--- src/shared/lbce_pkg.sv ---
// Constants and types shared by the loop, branch and call execution block
package lbce_pkg;
	localparam logic [7:0] OPC_LOOP = 8'h10;
	localparam logic [7:0] OPC_CALL = 8'hcd;
	localparam logic [1:0] CCALL_HEAD = 2'h3;
	localparam logic [2:0] CCALL_TAIL = 3'h4;
	localparam int FLAG_CARRY = 0;
	localparam int FLAG_PARITY = 2;
	localparam int FLAG_ZERO = 6;
	localparam int FLAG_SIGN = 7;
	localparam logic [1:0] CSEL_ZERO = 2'h0;
	localparam logic [1:0] CSEL_CARRY = 2'h1;
	localparam logic [1:0] CSEL_PARITY = 2'h2;
	localparam logic [1:0] CSEL_SIGN = 2'h3;
	localparam int ADDR_W = 8;
	localparam logic [7:0] REG_CTRL = 8'h00;
	localparam logic [7:0] REG_STATUS = 8'h04;
	localparam logic [7:0] REG_PC = 8'h08;
	localparam logic [7:0] REG_SP = 8'h0c;
	localparam logic [7:0] REG_COUNT = 8'h10;
	localparam logic [7:0] REG_FLAGS = 8'h14;
	localparam int CTRL_START = 0;
	localparam int ST_BUSY = 0;
	localparam int ST_DONE = 1;
	localparam int ST_ILLEGAL = 2;
	localparam logic [1:0] HTRANS_NONSEQ = 2'h2;
	localparam logic [2:0] HSIZE_WORD = 3'h2;
	localparam logic [2:0] T_FETCH = 3'h4;
	localparam logic [2:0] T_FETCH_LOOP = 3'h5;
	localparam logic [2:0] T_OPCODE_SAMPLE = 3'h2;
	localparam logic [2:0] T_MEM = 3'h3;
	localparam logic [2:0] T_OPHI_PUSH = 3'h4;
	localparam logic [2:0] T_BRANCH = 3'h5;
	localparam logic [4:0] CYC_LOOP_TAKEN = 5'h0d;
	localparam logic [4:0] CYC_LOOP_DONE = 5'h08;
	localparam logic [4:0] CYC_CALL = 5'h11;
	localparam logic [4:0] CYC_CALL_SKIP = 5'h0a;
	localparam logic [15:0] PC_STEP_REL = 16'h0002;
	localparam logic [15:0] PC_STEP_CALL = 16'h0003;
	typedef enum logic [2:0] {
		S_IDLE = 3'b000,
		S_FETCH = 3'b001,
		S_DISP = 3'b010,
		S_BRANCH = 3'b011,
		S_OPLO = 3'b100,
		S_OPHI = 3'b101,
		S_PUSHH = 3'b110,
		S_PUSHL = 3'b111
	} lbce_state_type;
endpackage : lbce_pkg

--- src/verilog/lbce_cond_eval.sv ---
// Condition field evaluation against the flag byte
`timescale 1ns/1ps
`default_nettype none
module lbce_cond_eval
	import lbce_pkg::*;
(
	input wire logic [7:0] flags,
	input wire logic [2:0] condition_select_field,
	output logic cond_hold
);
	logic flag_bit;
	always_comb begin
		case (condition_select_field[2:1])
			CSEL_ZERO: flag_bit = flags[FLAG_ZERO];
			CSEL_CARRY: flag_bit = flags[FLAG_CARRY];
			CSEL_PARITY: flag_bit = flags[FLAG_PARITY];
			CSEL_SIGN: flag_bit = flags[FLAG_SIGN];
			default: flag_bit = 1'b0;
		endcase
		// Even codes hold on a clear flag, odd codes on a set one
		cond_hold = (flag_bit == condition_select_field[0]);
	end
endmodule : lbce_cond_eval
`default_nettype wire

--- src/verilog/lbce_ahb_slave.sv ---
// AHB-Lite slave: write strobes and registered read data with one wait state
`timescale 1ns/1ps
`default_nettype none
module lbce_ahb_slave
	import lbce_pkg::*;
(
	input wire logic mclk,
	input wire logic reset_n,
	input wire logic clk_en,
	input wire logic hsel,
	input wire logic [31:0] haddr,
	input wire logic [1:0] htrans,
	input wire logic hwrite,
	input wire logic [2:0] hsize,
	input wire logic [31:0] hwdata,
	input wire logic hready,
	output logic hreadyout,
	output logic hresp,
	output logic [31:0] hrdata,
	output logic wr_en,
	output logic [ADDR_W-1:0] reg_index,
	output logic [31:0] wr_data,
	input wire logic [31:0] rd_value
);
	logic wr_pend, rd_pend, accept;
	logic next_wr_pend, next_rd_pend, next_hreadyout;
	logic [ADDR_W-1:0] next_reg_index;
	logic [31:0] next_hrdata;
	assign accept = hsel && htrans[1] && hready && (hsize == HSIZE_WORD);
	assign wr_en = wr_pend;
	assign wr_data = hwdata;
	always_comb begin
		next_wr_pend = accept && hwrite;
		next_rd_pend = accept && !hwrite;
		next_reg_index = accept ? haddr[ADDR_W-1:0] : reg_index;
		// Reads stall one cycle so that the data leave a flop
		next_hreadyout = !(accept && !hwrite);
		next_hrdata = rd_pend ? rd_value : hrdata;
	end
	always_ff @(posedge mclk or negedge reset_n) begin
		if (!reset_n) begin
			wr_pend <= 1'b0;
			rd_pend <= 1'b0;
			reg_index <= '0;
			hreadyout <= 1'b1;
			hrdata <= 32'h0000_0000;
			hresp <= 1'b0;
		end else if (clk_en) begin
			wr_pend <= next_wr_pend;
			rd_pend <= next_rd_pend;
			reg_index <= next_reg_index;
			hreadyout <= next_hreadyout;
			hrdata <= next_hrdata;
			hresp <= 1'b0;
		end
	end
endmodule : lbce_ahb_slave
`default_nettype wire

--- src/verilog/lbce_exec.sv ---
// Execution of the decrement-and-branch, call and conditional call instructions
//
// Summary of operation
// - Opcode 10h decrements loop counter; nonzero result branches relative to PC.
// - Displacement is two's complement from opcode address, reach -126 to +129.
// - Zero count after decrement: no branch, continue after the two-byte instruction.
// - Loop takes 13 states (5,3,5) when taken, 8 states (5,3) otherwise.
// - Call is CDh, then target low byte, then target high byte.
// - Push: decrement SP, write PC high; decrement SP, write PC low.
// - Pushed return address is call opcode address plus three.
// - After the push the target is loaded into PC.
// - Conditional call pushes and jumps only when its condition holds.
// - Condition field selects zero, carry, parity or sign, clear or set.
// - Untaken conditional call still reads both operands, 10 states (4,3,3).
`timescale 1ns/1ps
`default_nettype none
module lbce_exec
	import lbce_pkg::*;
(
	input wire logic mclk,
	input wire logic reset_n,
	input wire logic clk_en,
	input wire logic hsel,
	input wire logic [31:0] haddr,
	input wire logic [1:0] htrans,
	input wire logic hwrite,
	input wire logic [2:0] hsize,
	input wire logic [31:0] hwdata,
	input wire logic hready,
	output logic hreadyout,
	output logic hresp,
	output logic [31:0] hrdata,
	output logic [15:0] mem_addr,
	output logic [7:0] mem_wdata,
	input wire logic [7:0] mem_rdata,
	output logic mem_rd,
	output logic mem_wr
);
	lbce_state_type state, next_state;
	logic [2:0] tcnt, next_tcnt, tlen;
	logic [15:0] pc, next_pc, sp, next_sp, tgt, next_tgt, op_addr, next_op_addr;
	logic [15:0] next_mem_addr, pc_inc, disp_ext;
	logic [7:0] count, next_count, flags, next_flags, opcode, next_opcode, disp, next_disp;
	logic [7:0] next_mem_wdata;
	logic done, next_done, illegal, next_illegal, next_mem_rd, next_mem_wr;
	logic [4:0] run_len, next_run_len;
	logic wr_en, cond_hold, is_ccall, take_call, last_t, idle;
	logic [ADDR_W-1:0] reg_index;
	logic [31:0] wr_data, rd_value;

	lbce_ahb_slave u_slave (
		.mclk(mclk),
		.reset_n(reset_n),
		.clk_en(clk_en),
		.hsel(hsel),
		.haddr(haddr),
		.htrans(htrans),
		.hwrite(hwrite),
		.hsize(hsize),
		.hwdata(hwdata),
		.hready(hready),
		.hreadyout(hreadyout),
		.hresp(hresp),
		.hrdata(hrdata),
		.wr_en(wr_en),
		.reg_index(reg_index),
		.wr_data(wr_data),
		.rd_value(rd_value)
	);

	lbce_cond_eval u_cond (
		.flags(flags),
		.condition_select_field(opcode[5:3]),
		.cond_hold(cond_hold)
	);

	assign idle = (state == S_IDLE);
	assign is_ccall = (opcode[7:6] == CCALL_HEAD) && (opcode[2:0] == CCALL_TAIL);
	assign take_call = (opcode == OPC_CALL) || (is_ccall && cond_hold);
	assign pc_inc = pc + 16'h0001;
	assign disp_ext = {{8{disp[7]}}, disp};
	assign last_t = (tcnt == tlen - 3'h1);

	always_comb begin
		case (state)
			S_FETCH: tlen = (opcode == OPC_LOOP) ? T_FETCH_LOOP : T_FETCH;
			S_OPHI: tlen = take_call ? T_OPHI_PUSH : T_MEM;
			S_BRANCH: tlen = T_BRANCH;
			default: tlen = T_MEM;
		endcase
	end

	always_comb begin
		case (reg_index)
			REG_STATUS: rd_value = {29'h0000_0000, illegal, done, !idle};
			REG_PC: rd_value = {16'h0000, pc};
			REG_SP: rd_value = {16'h0000, sp};
			REG_COUNT: rd_value = {24'h00_0000, count};
			REG_FLAGS: rd_value = {24'h00_0000, flags};
			default: rd_value = 32'h0000_0000;
		endcase
	end

	always_comb begin
		next_state = state;
		next_tcnt = tcnt;
		next_pc = pc;
		next_sp = sp;
		next_tgt = tgt;
		next_op_addr = op_addr;
		next_count = count;
		next_flags = flags;
		next_opcode = opcode;
		next_disp = disp;
		next_done = done;
		next_illegal = illegal;
		next_mem_addr = mem_addr;
		next_mem_wdata = mem_wdata;
		next_mem_rd = mem_rd;
		next_mem_wr = mem_wr;
		next_run_len = idle ? 5'h00 : run_len + 5'h01;
		// Software writes land only while the sequencer rests
		if (idle && wr_en) begin
			case (reg_index)
				REG_PC: next_pc = wr_data[15:0];
				REG_SP: next_sp = wr_data[15:0];
				REG_COUNT: next_count = wr_data[7:0];
				REG_FLAGS: next_flags = wr_data[7:0];
				REG_CTRL: begin
					if (wr_data[CTRL_START]) begin
						next_state = S_FETCH;
						next_tcnt = 3'h0;
						next_op_addr = pc;
						next_opcode = 8'h00;
						next_done = 1'b0;
						next_illegal = 1'b0;
						next_mem_addr = pc;
						next_mem_rd = 1'b1;
					end
				end
				default: next_state = state;
			endcase
		end else if (!idle) begin
			next_tcnt = last_t ? 3'h0 : tcnt + 3'h1;
			if (state == S_FETCH && tcnt == T_OPCODE_SAMPLE) begin
				next_opcode = mem_rdata;
			end
			if (last_t) begin
				next_mem_rd = 1'b0;
				next_mem_wr = 1'b0;
				case (state)
					S_FETCH: begin
						next_pc = pc_inc;
						next_mem_addr = pc_inc;
						if (opcode == OPC_LOOP) begin
							next_count = count - 8'h01;
							next_state = S_DISP;
							next_mem_rd = 1'b1;
						end else if (opcode == OPC_CALL || is_ccall) begin
							next_state = S_OPLO;
							next_mem_rd = 1'b1;
						end else begin
							next_state = S_IDLE;
							next_done = 1'b1;
							next_illegal = 1'b1;
						end
					end
					S_DISP: begin
						next_disp = mem_rdata;
						next_pc = pc_inc;
						if (count != 8'h00) begin
							next_state = S_BRANCH;
						end else begin
							next_state = S_IDLE;
							next_done = 1'b1;
						end
					end
					S_BRANCH: begin
						next_pc = pc + disp_ext;
						next_state = S_IDLE;
						next_done = 1'b1;
					end
					S_OPLO: begin
						next_tgt = {tgt[15:8], mem_rdata};
						next_pc = pc_inc;
						next_mem_addr = pc_inc;
						next_mem_rd = 1'b1;
						next_state = S_OPHI;
					end
					S_OPHI: begin
						next_tgt = {mem_rdata, tgt[7:0]};
						next_pc = pc_inc;
						if (take_call) begin
							next_sp = sp - 16'h0001;
							next_mem_addr = sp - 16'h0001;
							next_mem_wdata = pc_inc[15:8];
							next_mem_wr = 1'b1;
							next_state = S_PUSHH;
						end else begin
							next_state = S_IDLE;
							next_done = 1'b1;
						end
					end
					S_PUSHH: begin
						next_sp = sp - 16'h0001;
						next_mem_addr = sp - 16'h0001;
						next_mem_wdata = pc[7:0];
						next_mem_wr = 1'b1;
						next_state = S_PUSHL;
					end
					S_PUSHL: begin
						next_pc = tgt;
						next_state = S_IDLE;
						next_done = 1'b1;
					end
					default: next_state = S_IDLE;
				endcase
			end
		end
	end

	always_ff @(posedge mclk or negedge reset_n) begin
		if (!reset_n) begin
			state <= S_IDLE;
			tcnt <= 3'h0;
			pc <= 16'h0000;
			sp <= 16'h0000;
			tgt <= 16'h0000;
			op_addr <= 16'h0000;
			count <= 8'h00;
			flags <= 8'h00;
			opcode <= 8'h00;
			disp <= 8'h00;
			done <= 1'b0;
			illegal <= 1'b0;
			mem_addr <= 16'h0000;
			mem_wdata <= 8'h00;
			mem_rd <= 1'b0;
			mem_wr <= 1'b0;
			run_len <= 5'h00;
		end else if (clk_en) begin
			state <= next_state;
			tcnt <= next_tcnt;
			pc <= next_pc;
			sp <= next_sp;
			tgt <= next_tgt;
			op_addr <= next_op_addr;
			count <= next_count;
			flags <= next_flags;
			opcode <= next_opcode;
			disp <= next_disp;
			done <= next_done;
			illegal <= next_illegal;
			mem_addr <= next_mem_addr;
			mem_wdata <= next_mem_wdata;
			mem_rd <= next_mem_rd;
			mem_wr <= next_mem_wr;
			run_len <= next_run_len;
		end
	end
endmodule : lbce_exec
`default_nettype wire

--- config.mk ---
export PLATFORM = sky130hd
export DESIGN_NAME = lbce_exec
export DESIGN_NICKNAME = d
export VERILOG_FILES = /design/src/shared/lbce_pkg.sv /design/src/verilog/lbce_cond_eval.sv /design/src/verilog/lbce_ahb_slave.sv /design/src/verilog/lbce_exec.sv
export SDC_FILE = /design/constraint.sdc
export NUM_CORES = 1
export LEC_CHECK = 0
export BUFFER_PORTS_ARGS = -buffer_cell sky130_fd_sc_hd__buf_2
export CORE_ASPECT_RATIO = 0.75
export CORE_MARGIN = 3
export CORE_UTILIZATION = 60
export DETAILED_ROUTE_END_ITERATION = 8
export GPL_TIMING_DRIVEN = 0
export PLACE_DENSITY = 0.85
export SETUP_SLACK_MARGIN = 0.1
export SLEW_MARGIN = 20
export SYNTH_ARGS = -nofsm -noshare
export SYNTH_HDL_FRONTEND = slang
export SYNTH_SLANG_ARGS = --single-unit
export TNS_END_PERCENT = 50
--- constraint.sdc ---
create_clock -name mclk -period 10.5 [get_ports mclk]
set_input_delay 0.525 -clock mclk [delete_from_list [all_inputs] [get_ports mclk]]
set_output_delay 0.525 -clock mclk [all_outputs]
set_load 0.005 [all_outputs]
==> impl_metrics.tcl <==
set metrics [dict create \
    hold_viol_final 0 \
    regArea_mm2 0.00353 \
    synth_seq_cells 141 \
    fmax_mhz 211 \
    dr.pass1.iters 9 \
    period_share_pct 45.1 \
    drc 0 \
    cp_cell_sequence "mux2_4, or4b_4, a31oi_1, nand2b_1, a21boi_0, ha_1, xnor2_1, nor2_1, mux2i_1, nand3_4, a21oi_4, clkbuf_1, nor2_1, o22a_1" \
    status "finished, final reports clean" \
    post_route_cells_drive_above_1_share_pct 22.1 \
    yosysWarnings 0 \
    final_common_cell "dfrtp_1" \
    slowest_delay_ps 540 \
    period_needed_ps 4730 \
    portBuffers 84 \
    synth_ff_type "dfrtp_1" \
    tns_ps 0 \
    postCtsSetupBuffers 0 \
    cp.arrival_ps 5050 \
    wire_per_inst_um 21.6 \
    critPathSlowestCell "dfrtp_1" \
    clk_path_buf_depth 2 \
    drt_iter0_drc 1351 \
    avgViaCountPerCell 6.59 \
    grt_pass1_wl_um 43000 \
    netlist-cell-type-count 78 \
    rows 37 \
    diodes 0 \
    rsz0062_at_grt "false" \
    die_x_um 147 \
    finalNetCount 1173 \
    cts_made_buffers 17 \
    track_usage_pct 33.2 \
    clock_skew_ps 10.5 \
    crit_path_max_fanout 10 \
    multi_input_area_mm2 0.00500 \
    fillers 1058 \
    core-area_mm2 0.0142 \
    yosysSeqAreaShare_pct 39.5 \
    total_power_w 0.00217 \
    cp_common_cell "nor2_1" \
    grt_pass1_vias 7763 \
    async_flop_share_pct 100 \
    clock_latency_ps 440 \
    syn_to_final_growth_pct 15.2 \
    worstMarginPinSlew_ps 1080 \
    die_h_um 112 \
    slew_headroom_pct 28.0 \
    powerDensity_mw_per_mm2 211 \
    vdd_ir_drop_max_v 0.000147 \
    required_ps 10810 \
    end_kind "flop" \
    drtAntennaViolNets 0 \
    synth_edf_count 0 \
    antenna_found_initial 1 \
    synth.avg_cell_area_um2 9.44 \
    syn_inst 948 \
    hold_class "primary input to async pin" \
    cts_tree "yes" \
    mostFrequentLayoutCells "140 x dfrtp_1, 92 x buf_2, 89 x nand2_1, 76 x mux2_2, 71 x nor2_1" \
    ios 143 \
    initial_core_util_pct 63.1 \
    p_leak_nw 4.85 \
    hold_buffers 0 \
    utilization_pct 72.7 \
    drv_cap 0 \
    critical_path_class "flop to flop" \
    grt_max_degree 73 \
    clock-sinks 141 \
    cts_root_buffer "clkbuf_16" \
    synth_area_mm2 0.00894 \
    place.gp.congestion 0.992 \
    clk_pin_slew_worst_paths_ps 70 \
    htree_levels 4 \
    finalSetupViolCount 0 \
    grt_overflow 0 \
    drt_wl_total_um 27500 \
    cts_resized 0 \
    num_vias 8404 \
    drv_slew 0 \
    die_area_mm2 0.0164 \
    hpwl_um 20000 \
    worst_setup_path_start_kind "flop" \
]
==> worst paths after layout <==
path | start | to | slack [ps] | cells past startpoint
setup / recovery | opcode[4] | count[1] | 5770 | 14
hold / removal | reset_n | u_slave.reg_index[5] | 20 | 1
setup reg to reg | opcode[4] | count[1] | 5770 | 14
hold reg to reg | u_slave.hrdata[13] | u_slave.hrdata[13] | 470 | 2
max in group asynchronous | reset_n | pc[8] | 9740 | 2
min in group mclk | hwrite | u_slave.rd_pend | 270 | 2
==> sequential cells by signal, indices dropped and copies added, names as in the netlist <==
name               cells
mem_wr                 1
illegal                1
tcnt                   3
u_slave.hreadyout      1
u_slave.rd_pend        1
pc                    16
state                  3
flags                  8
tgt                   16
opcode                 8
disp                   8
mem_addr              16
done                   1
u_slave.reg_index      8
mem_wdata              8
sp                    16
u_slave.hrdata        16
mem_rd                 1
count                  8
u_slave.wr_en          1
==> metrics by stage <==
| stage | hold WS, ps | setup WS [ps] | instances | area [µm²] |
|---|---|---|---|---|
| floorplan | 229 | 6620 | 964 | 9000 |
| global placement | 455 | 6020 | 1243 | 9670 |
| detailed placement | 461 | 5940 | 1244 | 9710 |
| CTS | 55.8 | 5910 | 1276 | 10300 |
| global route | 58.2 | 5640 | 1276 | 10300 |
| finish | 23.2 | 5770 | 1276 | 10300 |
==> power by group <==
part / internal (W) / switching [W] / leakage (nW)
combinational: 0.000350 / 0.000507 / 2.68
sequential: 0.000602 / 0.0000918 / 1.89
clock: 0.000360 / 0.000261 / 0.284
total: 0.00131 / 0.000860 / 4.85
==> Yosys cell counts, types with 3 or more instances <==
cell type / number / area share [%]
a41oi_1: 8 / 0.78
o21ai_0: 59 / 3.3
mux2i_1: 22 / 2.5
o21ai_1: 3 / 0.17
o31ai_1: 18 / 1.5
a222oi_1: 5 / 0.56
and4_1: 3 / 0.29
a211o_1: 3 / 0.29
ha_1: 21 / 2.9
nor3_1: 24 / 1.3
nand2b_1: 10 / 0.70
a211oi_1: 6 / 0.50
a221o_1: 5 / 0.56
nor4_1: 5 / 0.35
buf_4: 17 / 1.4
a221oi_1: 14 / 1.4
a31oi_1: 17 / 1.2
dfrtp_1: 140 / 39
mux2_2: 76 / 9.6
and3_1: 14 / 0.98
nor3b_1: 4 / 0.34
o21a_1: 7 / 0.59
a21oi_1: 44 / 2.5
nor2b_1: 9 / 0.63
and2_1: 3 / 0.21
nor2_1: 71 / 3.0
clkbuf_1: 44 / 1.8
or3_1: 7 / 0.49
buf_2: 9 / 0.50
xnor2_1: 24 / 2.3
a22o_1: 8 / 0.78
inv_1: 26 / 1.1
a22oi_1: 5 / 0.42
a21o_1: 6 / 0.50
nand3_1: 27 / 1.5
o22a_1: 16 / 1.6
o22ai_1: 11 / 0.77
xor2_1: 18 / 1.8
nand2_1: 89 / 3.7
==> per-layer routing <==
metal / GRT usage (%) / wire, µm
met1: 47.3 / 11200
met2: 48.6 / 11700
met3: 11.2 / 4000
met5: 0 / 13
met4: 9.68 / 691
==> cells by family (layout without fill, tap and decap cells) <==
family	after synthesis	in the layout	synth area share, %
AO/OA/AOI/OAI	257	257	20.0
XOR/XNOR	42	42	4.11
adder cells (fa/ha/maj)	22	22	3.16
buffers and inverters	101	218	5.26
flip-flops	141	141	39.5
multiplexers	99	99	12.2
other	1	17	0.0419
AND/OR/NAND/NOR	285	285	15.8
==> layout make-up <==
type / count / area share [%]
buffer: 75 / 3.62
clock buffer: 18 / 4.26
clock inverter: 14 / 1.53
inverter: 26 / 0.947
multi-input combinational: 722 / 48.6
sequential: 141 / 34.3
tap: 195 / 2.37
timing repair buffer: 85 / 4.44
==> critical path, delay by kind of cell (launching register included) <==
family          cells  cell delay, ps
xor+xnor            1             240
flops               1             540
simple gates        5            1210
compound gates      4            1190
mux                 2             630
buf+inv             1             520
fa+ha+maj           1             270
Power figures use the tool's default switching activity.
